**src/rtl/sswd_pkg.sv**
```systemverilog
// sswd_pkg: timing constants and state types for the supervisor watchdog
// assumes a 200 MHz timebase feeding the block clock
package sswd_pkg;

    // timebase
    localparam int unsigned CLOCK_KHZ          = 200_000;
    localparam int unsigned CLOCK_MHZ          = 200;
    localparam int unsigned CNT_W              = 32;

    // times in their own units
    localparam int unsigned WD_TIMEOUT_MS      = 1000;
    localparam int unsigned FAULT_PULSE_MS     = 200;
    localparam int unsigned STARTUP_DELAY_MS   = 1000;
    localparam int unsigned RESET_HOLD_MS      = 200;
    localparam int unsigned POWERUP_EXTRA_MS   = 4;
    localparam int unsigned ENABLE_SETTLE_US   = 300;
    localparam int unsigned KICK_MIN_US        = 1;
    localparam int unsigned MANUAL_DELAY_NS    = 250;

    // derived cycle counts
    localparam int unsigned WD_TIMEOUT_CYC     = WD_TIMEOUT_MS * CLOCK_KHZ;
    localparam int unsigned FAULT_PULSE_CYC    = FAULT_PULSE_MS * CLOCK_KHZ;
    localparam int unsigned STARTUP_DELAY_CYC  = STARTUP_DELAY_MS * CLOCK_KHZ;
    localparam int unsigned RESET_HOLD_CYC     = RESET_HOLD_MS * CLOCK_KHZ;
    localparam int unsigned POWERUP_EXTRA_CYC  = POWERUP_EXTRA_MS * CLOCK_KHZ;
    localparam int unsigned ENABLE_SETTLE_CYC  = ENABLE_SETTLE_US * CLOCK_MHZ;
    localparam int unsigned KICK_MIN_CYC       = KICK_MIN_US * CLOCK_MHZ;
    localparam int unsigned MANUAL_DELAY_CYC   = (MANUAL_DELAY_NS * CLOCK_MHZ + 999) / 1000;

    // synchroniser depth and reset values
    localparam int unsigned SYNC_STAGES        = 2;
    localparam logic [4:0]  SYNC_RESET_VALUE   = 5'h03;

    typedef enum logic [1:0] {
        RS_ASSERT = 2'b00,
        RS_HOLD   = 2'b01,
        RS_RUN    = 2'b10
    } sswd_rs_type;

    typedef enum logic [2:0] {
        WD_HALT    = 3'b000,
        WD_STARTUP = 3'b001,
        WD_MONITOR = 3'b010,
        WD_FAULT   = 3'b011
    } sswd_wd_type;

endpackage

```
**src/rtl/sswd_sync.sv**
```systemverilog
// sswd_sync: two-flop synchroniser for a group of pin inputs
// assumes inputs are asynchronous to clock; first stage read only by second
`timescale 1ns/1ps
module sswd_sync
    import sswd_pkg::*;
#(
    parameter int unsigned         WIDTH   = 4,
    parameter logic [WIDTH-1:0]    RST_VAL = '0
) (
    input  wire logic              clock,
    input  wire logic              rst,
    input  wire logic [WIDTH-1:0]  asyncIn,
    output logic      [WIDTH-1:0]  syncOut
);

    logic [WIDTH-1:0] meta_q;
    logic [WIDTH-1:0] meta_d;
    logic [WIDTH-1:0] stable_q;
    logic [WIDTH-1:0] stable_d;

    always_comb begin
        meta_d   = asyncIn;
        stable_d = meta_q;
    end

    always_ff @(posedge clock or posedge rst) begin
        if (rst) begin
            meta_q   <= RST_VAL;
            stable_q <= RST_VAL;
        end else begin
            meta_q   <= meta_d;
            stable_q <= stable_d;
        end
    end

    assign syncOut = stable_q;

endmodule

```
**src/rtl/sswd_top.sv**
```systemverilog
// sswd_top: supply supervisor with system reset and kick watchdog
// assumes 200 MHz timebase, supply comparator output already carries hysteresis
//
// What this block does
// - a kick input held at one level for a whole timeout pulses the fault output low.
// - on expiry the fault output goes low once for the fault pulse width and is released.
// - the watchdog counter restarts when system reset deasserts and on each kick falling edge ending a high pulse of at least 1 us.
// - system reset is held while manual reset is low and for the hold period after.
// - system reset asserts about 250 ns after manual reset goes low.
// - with enable high the watchdog runs; with it low the kick input is ignored.
// - after enable rises, monitoring starts only after a 300 us settling time.
// - supply below threshold asserts reset; once above, reset holds for the hold period.
// - the first power-up after a fast supply rise lengthens the hold period by 4 ms.
// - kick edges are ignored during a fault pulse, during reset and during startup delay.
// - the startup delay starts when reset deasserts; monitoring begins after it.
// - only a kick falling edge ending a high pulse of at least 1 us counts.
`timescale 1ns/1ps
module sswd_top
    import sswd_pkg::*;
#(
    parameter int unsigned TIMEOUT_CYCLES = WD_TIMEOUT_CYC,
    parameter int unsigned PULSE_CYCLES   = FAULT_PULSE_CYC,
    parameter int unsigned STARTUP_CYCLES = STARTUP_DELAY_CYC,
    parameter int unsigned HOLD_CYCLES    = RESET_HOLD_CYC,
    parameter int unsigned EXTRA_CYCLES   = POWERUP_EXTRA_CYC,
    parameter int unsigned SETTLE_CYCLES  = ENABLE_SETTLE_CYC
) (
    input  wire logic clock,
    input  wire logic rst,
    input  wire logic supplyLow,
    input  wire logic supplyFastRise,
    input  wire logic manualResetIn_n,
    input  wire logic watchdogEnableIn,
    input  wire logic watchdogKickIn,
    output logic      systemReset_n,
    output logic      systemResetOe,
    output logic      watchdogFault_n,
    output logic      watchdogFaultOe
);

    localparam logic [CNT_W-1:0] TIMEOUT_C = TIMEOUT_CYCLES[CNT_W-1:0];
    localparam logic [CNT_W-1:0] PULSE_C   = PULSE_CYCLES[CNT_W-1:0];
    localparam logic [CNT_W-1:0] STARTUP_C = STARTUP_CYCLES[CNT_W-1:0];
    localparam logic [CNT_W-1:0] HOLD_C    = HOLD_CYCLES[CNT_W-1:0];
    localparam logic [CNT_W-1:0] LONG_C    = HOLD_CYCLES[CNT_W-1:0] + EXTRA_CYCLES[CNT_W-1:0];
    localparam logic [CNT_W-1:0] SETTLE_C  = SETTLE_CYCLES[CNT_W-1:0];
    localparam logic [CNT_W-1:0] KICK_C    = KICK_MIN_CYC[CNT_W-1:0];
    localparam logic [CNT_W-1:0] MRD_C     = MANUAL_DELAY_CYC[CNT_W-1:0];

    // synchronised pins: {fastRise, kick, enable, manual_n, supplyLow}
    logic [4:0] pinSync;
    logic       fastRise;
    logic       supLow;
    logic       manualN;
    logic       enSync;
    logic       kickSync;

    sswd_sync #(
        .WIDTH   (5),
        .RST_VAL (SYNC_RESET_VALUE)
    ) u_sync (
        .clock   (clock),
        .rst     (rst),
        .asyncIn ({supplyFastRise, watchdogKickIn, watchdogEnableIn, manualResetIn_n, supplyLow}),
        .syncOut (pinSync)
    );

    assign supLow   = pinSync[0];
    assign manualN  = pinSync[1];
    assign enSync   = pinSync[2];
    assign kickSync = pinSync[3];
    assign fastRise = pinSync[4];

    // manual reset delay
    logic [CNT_W-1:0] mrCnt_q;
    logic [CNT_W-1:0] mrCnt_d;
    logic             mrActive;

    always_comb begin
        mrCnt_d = '0;
        if (!manualN) begin
            mrCnt_d = (mrCnt_q >= MRD_C) ? mrCnt_q : mrCnt_q + 1'b1;
        end
    end

    assign mrActive = !manualN && (mrCnt_q >= MRD_C);

    always_ff @(posedge clock or posedge rst) begin
        if (rst) begin
            mrCnt_q <= '0;
        end else begin
            mrCnt_q <= mrCnt_d;
        end
    end

    // system reset sequencer
    sswd_rs_type      rsState_q;
    sswd_rs_type      rsState_d;
    logic [CNT_W-1:0] rsCnt_q;
    logic [CNT_W-1:0] rsCnt_d;
    logic             firstUp_q;
    logic             firstUp_d;
    logic             sysRst_n_q;
    logic             sysRst_n_d;

    always_comb begin
        rsState_d  = rsState_q;
        rsCnt_d    = rsCnt_q;
        firstUp_d  = firstUp_q;
        if (supLow || mrActive) begin
            rsState_d = RS_ASSERT;
            rsCnt_d   = '0;
        end else begin
            unique case (rsState_q)
                RS_ASSERT: begin
                    rsState_d = RS_HOLD;
                    rsCnt_d   = '0;
                end
                RS_HOLD: begin
                    rsCnt_d = rsCnt_q + 1'b1;
                    if (rsCnt_q + 1'b1 >= ((firstUp_q && fastRise) ? LONG_C : HOLD_C)) begin
                        rsState_d = RS_RUN;
                        rsCnt_d   = '0;
                        firstUp_d = 1'b0;
                    end
                end
                RS_RUN: begin
                    rsCnt_d = '0;
                end
                default: begin
                    rsState_d = RS_ASSERT;
                    rsCnt_d   = '0;
                end
            endcase
        end
        sysRst_n_d = (rsState_d == RS_RUN);
    end

    always_ff @(posedge clock or posedge rst) begin
        if (rst) begin
            rsState_q  <= RS_ASSERT;
            rsCnt_q    <= '0;
            firstUp_q  <= 1'b1;
            sysRst_n_q <= 1'b0;
        end else begin
            rsState_q  <= rsState_d;
            rsCnt_q    <= rsCnt_d;
            firstUp_q  <= firstUp_d;
            sysRst_n_q <= sysRst_n_d;
        end
    end

    // enable settling
    logic [CNT_W-1:0] enCnt_q;
    logic [CNT_W-1:0] enCnt_d;
    logic             enReady;

    always_comb begin
        enCnt_d = '0;
        if (enSync) begin
            enCnt_d = (enCnt_q >= SETTLE_C) ? enCnt_q : enCnt_q + 1'b1;
        end
    end

    assign enReady = enSync && (enCnt_q >= SETTLE_C);

    // kick pulse width qualifier
    logic             kickPrev_q;
    logic             kickPrev_d;
    logic [CNT_W-1:0] kickHigh_q;
    logic [CNT_W-1:0] kickHigh_d;
    logic             kickValid;

    always_comb begin
        kickPrev_d = kickSync;
        kickHigh_d = '0;
        if (kickSync) begin
            kickHigh_d = (kickHigh_q >= KICK_C) ? kickHigh_q : kickHigh_q + 1'b1;
        end
    end

    assign kickValid = kickPrev_q && !kickSync && (kickHigh_q >= KICK_C);

    always_ff @(posedge clock or posedge rst) begin
        if (rst) begin
            enCnt_q    <= '0;
            kickPrev_q <= 1'b0;
            kickHigh_q <= '0;
        end else begin
            enCnt_q    <= enCnt_d;
            kickPrev_q <= kickPrev_d;
            kickHigh_q <= kickHigh_d;
        end
    end

    // watchdog sequencer
    sswd_wd_type      wdState_q;
    sswd_wd_type      wdState_d;
    logic [CNT_W-1:0] wdCnt_q;
    logic [CNT_W-1:0] wdCnt_d;
    logic             fault_n_q;
    logic             fault_n_d;

    always_comb begin
        wdState_d = wdState_q;
        wdCnt_d   = wdCnt_q;
        if (!sysRst_n_q) begin
            wdState_d = WD_HALT;
            wdCnt_d   = '0;
        end else begin
            unique case (wdState_q)
                WD_HALT: begin
                    wdState_d = WD_STARTUP;
                    wdCnt_d   = '0;
                end
                WD_STARTUP: begin
                    wdCnt_d = wdCnt_q + 1'b1;
                    if (wdCnt_q + 1'b1 >= STARTUP_C) begin
                        wdState_d = WD_MONITOR;
                        wdCnt_d   = '0;
                    end
                end
                WD_MONITOR: begin
                    if (!enReady || kickValid) begin
                        wdCnt_d = '0;
                    end else if (wdCnt_q + 1'b1 >= TIMEOUT_C) begin
                        wdState_d = WD_FAULT;
                        wdCnt_d   = '0;
                    end else begin
                        wdCnt_d = wdCnt_q + 1'b1;
                    end
                end
                WD_FAULT: begin
                    wdCnt_d = wdCnt_q + 1'b1;
                    if (wdCnt_q + 1'b1 >= PULSE_C) begin
                        wdState_d = WD_MONITOR;
                        wdCnt_d   = '0;
                    end
                end
                default: begin
                    wdState_d = WD_HALT;
                    wdCnt_d   = '0;
                end
            endcase
        end
        fault_n_d = (wdState_d != WD_FAULT);
    end

    always_ff @(posedge clock or posedge rst) begin
        if (rst) begin
            wdState_q <= WD_HALT;
            wdCnt_q   <= '0;
            fault_n_q <= 1'b1;
        end else begin
            wdState_q <= wdState_d;
            wdCnt_q   <= wdCnt_d;
            fault_n_q <= fault_n_d;
        end
    end

    // open-drain style outputs
    logic rstOe_q;
    logic faultOe_q;

    always_ff @(posedge clock or posedge rst) begin
        if (rst) begin
            rstOe_q   <= 1'b1;
            faultOe_q <= 1'b0;
        end else begin
            rstOe_q   <= !sysRst_n_d;
            faultOe_q <= !fault_n_d;
        end
    end

    assign systemReset_n   = sysRst_n_q;
    assign systemResetOe   = rstOe_q;
    assign watchdogFault_n = fault_n_q;
    assign watchdogFaultOe = faultOe_q;

endmodule

```
**config.mk**
```make
export PLATFORM = sky130hd
export DESIGN_NAME = sswd_top
export DESIGN_NICKNAME = d
export VERILOG_FILES = /design/src/rtl/sswd_pkg.sv /design/src/rtl/sswd_sync.sv /design/src/rtl/sswd_top.sv
export SDC_FILE = /design/constraint.sdc
export NUM_CORES = 1
export LEC_CHECK = 0
export ABC_AREA = 1
export ABC_CLOCK_PERIOD_IN_PS = 7430
export BUFFER_PORTS_ARGS = -buffer_cell sky130_fd_sc_hd__buf_2
export CAP_MARGIN = 10
export CORE_UTILIZATION = 50
export CTS_BUF_LIST = sky130_fd_sc_hd__clkbuf_4
export DETAILED_ROUTE_END_ITERATION = 10
export GPL_ROUTABILITY_DRIVEN = 0
export PLACE_DENSITY = 0.66
export SETUP_SLACK_MARGIN = 0.15
export SKIP_LAST_GASP = 1
export SYNTH_ARGS = -nofsm -noshare
export SYNTH_HDL_FRONTEND = slang
export SYNTH_SLANG_ARGS = --single-unit
```
**constraint.sdc**
```tcl
create_clock -name clock -period 7.43 [get_ports clock]
set_input_delay 0.3715 -clock clock [delete_from_list [all_inputs] [get_ports clock]]
set_output_delay 0.3715 -clock clock [all_outputs]
set_load 0.005 [all_outputs]
```
==> results by stage <==
Outcome:
- The run finished, with violations left.
- The checks that failed: design-rule violations.

Layout:
- The fraction of final layout cells with drive strength greater than 1 is 8.38%.
- The net total in the final layout is 1275.
- Summing all multi-input logic gate instances after layout gives 3910 sq um.
- The layout has 1751 filler cells.
- Excluding fillers, the count of instances in the completed layout stands at 1495.
- Summing all flip-flop and latch instances after layout gives 4540 sq um.
- The synthesis-to-layout area growth is 7.47%.

Setup path:
- The worst-path cell with the longest stage delay is nand3_2.
- The most used cell along the critical path is nor2_1.
- In this design, the stage delay of the slowest critical-path cell is roughly 0.46 ns.
- The worst setup path is launched from a register.
- Data on the critical path is required at its endpoint by 7.93 ns.
- In this run the worst path has a maximum fanout of 26.
- Traced cell by cell, the critical path runs through ha_1 > nand2_1 > nor2_1 > nand2_1 > nor2_4 > nand2_1 > nor2_1 > xnor2_1 > inv_1 > ha_1 > nand2_1 > nand3b_1 > nor2_1 > nor2_1 > nor2_1 > nor2_1 > nand3_2 > nor2_1.
- The arrival time at the worst endpoint is 3.83 ns.
- The nature of the critical path endpoint is a register.
- The start-to-end type of the worst setup path is reg -> reg.

Clocking:
- The tree is rooted in a clkbuf_4.
- The number of H-tree levels is 4.
- The latest clock arrival within the worst-skew pair is 0.57 ns.
- The clock-pin transition on the worst setup and hold timing paths is 0.17 ns.
- The count of buffers added by post-CTS timing repair for setup is 0.
- The largest buffer count on any clock path is 2.
- The CTS tree is built.
- The total of hold buffers inserted after clock tree synthesis is 6.
- The number of gates resized after CTS was 0.
- The number of clock sinks is 181.
- Counting the buffers created by CTS gives 17.

Logic synthesis:
- For this run, the number of Yosys warnings is 0.
- nand2_1 is the most common cell in the netlist.
- In this run, synthesis produced a sequential element count of 181.
- For this run, asynchronously set or reset flops after synthesis account for 100%.
- Yosys attributes the largest share of cell area to dfrtp_1, nand2_1, nor2_1.
- The cell count after synthesis came out at 1219.
- The biggest area contributor in the post-synthesis netlist is dfrtp_1.
- By count the netlist is led by nand2_1, nor2_1, inv_1.
- Averaged over all synthesized cells, the footprint is 7.61 sq um.
- The share of the Yosys chip area taken by registers is 48.9%.
- In this run the biggest area consumer among cell types represents 47.0% of the synthesized area.
- The number of enable-type register cells in the synthesized netlist is 0.
- The most common flop cell mapped by yosys is dfrtp_1.
- The unique cell type count in the Yosys netlist is 40.
- The mapped netlist covers 9270 sq um.

Route:
- The final layout contains routed wiring with a total length of 18100 um.
- For this run, design rule violations remaining after detail routing come to 2.
- The iteration-0 DRC count of the detailed router is 615.
- Using the TritonRoute via totals, the vias-per-cell ratio works out to 4.86.
- The average routed wire per standard cell is 12.1 um.
- Across all layers, the routed design uses 7269 vias.
- The number of detailed-route iterations in the first pass is 8.
- The count of nets left with antenna violations once routing finished came out at 0.

Floorplan:
- The initial utilization of the core area, before any placement, comes to 51.3%.
- In this run the count of I/O pins placed on the die edge is 11.
- The die is ~140 um tall.
- The total number of placement rows is 49.
- The die covers 19100 sq um.
- In this run the horizontal extent of the chip is ~140 um.
- The total area inside the core boundary comes to 18100 sq um.

STA:
- The number of endpoints with negative hold slack in the final report came to 0.
- For the pin with the worst max-slew slack, the measured transition is 0.953 ns.
- On the final layout, the worst clock skew is 0.0242 ns.
- Derived from the worst setup path, the maximum achievable clock frequency is 300 MHz.
- The worst path in the final design needs a cycle of 3.33 ns, including I/O delays and setup.
- The summed negative setup slack over all endpoints is 0 ns.
- The period utilization is 44.8%.
- The number of max-slew violations in the final report is 0.
- Setup repair after global routing left no endpoint under its margin.
- The number of setup violations in the final report is 0.
- The headroom to the max-slew limit is 36.5%.

GRT:
- Summed over all layers, the global routing overflow is 0.
- The first global-routing pass estimated 31800 um of wire.
- The number of global-route vias before repair was 6909.
- The number of antenna violations at the first check in global routing was 1.
- Global routing used between 20% and 30% of the available tracks across all layers.
- Entering global routing, the biggest net connects 130 pins.

Run:
- Max-cap violations in this run came to 0.

Placed design:
- The count of buffers from port buffering is 10.
- The post-detailed-placement half-perimeter wirelength is ~13000 um.
- The number of instances in the placed design is 1456.

Worst hold path:
- The class of the tightest hold or removal check is reg -> reg.

Power:
- The maximum vdd ir drop is 0.163 mV.
- The leakage power is 4.87 nW.
- The total power density per cell area is 167 nW/um^2.
[where the power goes]
| group | switching (mW) | leakage [nW] | internal (mW) |
|---|---|---|---|
| clock network | 0.407 | 0.171 | 0.197 |
| registers | 0.0147 | 2.45 | 1.00 |
| logic | 0.0368 | 2.25 | 0.0147 |
| total | 0.458 | 4.87 | 1.21 |
[cells in the final DEF (no fill, tap or decap), types with 11 or more instances in the layout]
cell type and instances:
dfrtp_1 174, nor2_1 228, nand3_1 67, a21oi_1 25, nand2_1 315, inv_1 197, nor2_2 27, nand4_1 22
ha_1 16, xor2_1 17, nor3_1 18, o21ai_0 21, conb_1 11, clkbuf_4 17
[metal layers]
metal	GRT usage, %	up-vias	wire, um
met2	32.7	108	8190
li1	-	3787	-
met1	29.1	3361	9150
met5	0	-	0
met4	5.26	0	155
met3	3.74	13	624
[state kept, by name (all words and copies together) (netlist names)]
name	flops
rsCnt_q	32
u_sync.syncOut	5
rsState_q	2
watchdogFaultOe	1
firstUp_q	1
wdCnt_q	32
wdState_q	3
enCnt_q	32
systemResetOe	1
kickPrev_q	1
mrCnt_q	32
kickHigh_q	32
u_sync.meta_q	5
watchdogFault_n	1
systemReset_n	1
[worst paths after layout]
kind,from,to,slack (ns),cells after the start
worst max-delay path,rsCnt_q[0]$_DFF_PP0_,rsCnt_q[16]$_DFF_PP0_,4.10,18
worst min-delay path,u_sync.meta_q[1]$_DFF_PP1_,u_sync.syncOut[1]$_DFF_PP1_,0.37,0
worst max register to register,rsCnt_q[0]$_DFF_PP0_,rsCnt_q[16]$_DFF_PP0_,4.10,18
worst min register to register,u_sync.meta_q[1]$_DFF_PP1_,u_sync.syncOut[1]$_DFF_PP1_,0.37,0
max in group asynchronous,rst,rsCnt_q[13]$_DFF_PP0_,5.75,4
min in group asynchronous,rst,enCnt_q[17]$_DFFE_PP0P_,0.52,3
[final cells by class]
type / instances / share of cell area (%)
sequential: 181 / 45.5
tap: 229 / 2.87
clock buffer: 17 / 1.28
multi-input combinational: 829 / 39.3
clock inverter: 15 / 2.02
antenna: 1 / 0.0251
inverter: 206 / 7.83
timing repair buffer: 17 / 1.18
[worst max-delay path: cells and delay by family (launching register included)]
family	cells	cell delay [ns]
simple gates	14	2.13
flops	1	0.43
buf+inv	1	0.06
xor+xnor	1	0.15
fa+ha+maj	2	0.48
[logic make-up after synthesis]
family	Yosys count	share of synthesized area, %
XOR/XNOR	25	2.44
other	1	0.0404
AND/OR/NAND/NOR	719	33.7
AO/OA/AOI/OAI	58	3.44
buffers and inverters	219	9.28
flip-flops	181	48.9
adder cells (fa/ha/maj)	16	2.16
[stage by stage]
step           total power, mW  utilization (%)  setup slack (ns)  area (sq um)  hold slack, ns
2_1_floorplan             1.07                -              2.15          9310           0.331
3_3_place_gp              1.08             52.9              4.21          9580           0.336
3_5_place_dp              1.08             52.9              4.12          9580           0.337
4_1_cts                   1.70             55.1              4.09          9960           0.370
5_1_grt                   1.74             55.1              3.60          9970           0.367
6_report                  1.67             55.1              4.10          9970           0.368
Note: power is estimated with default switching activity, not from simulation.
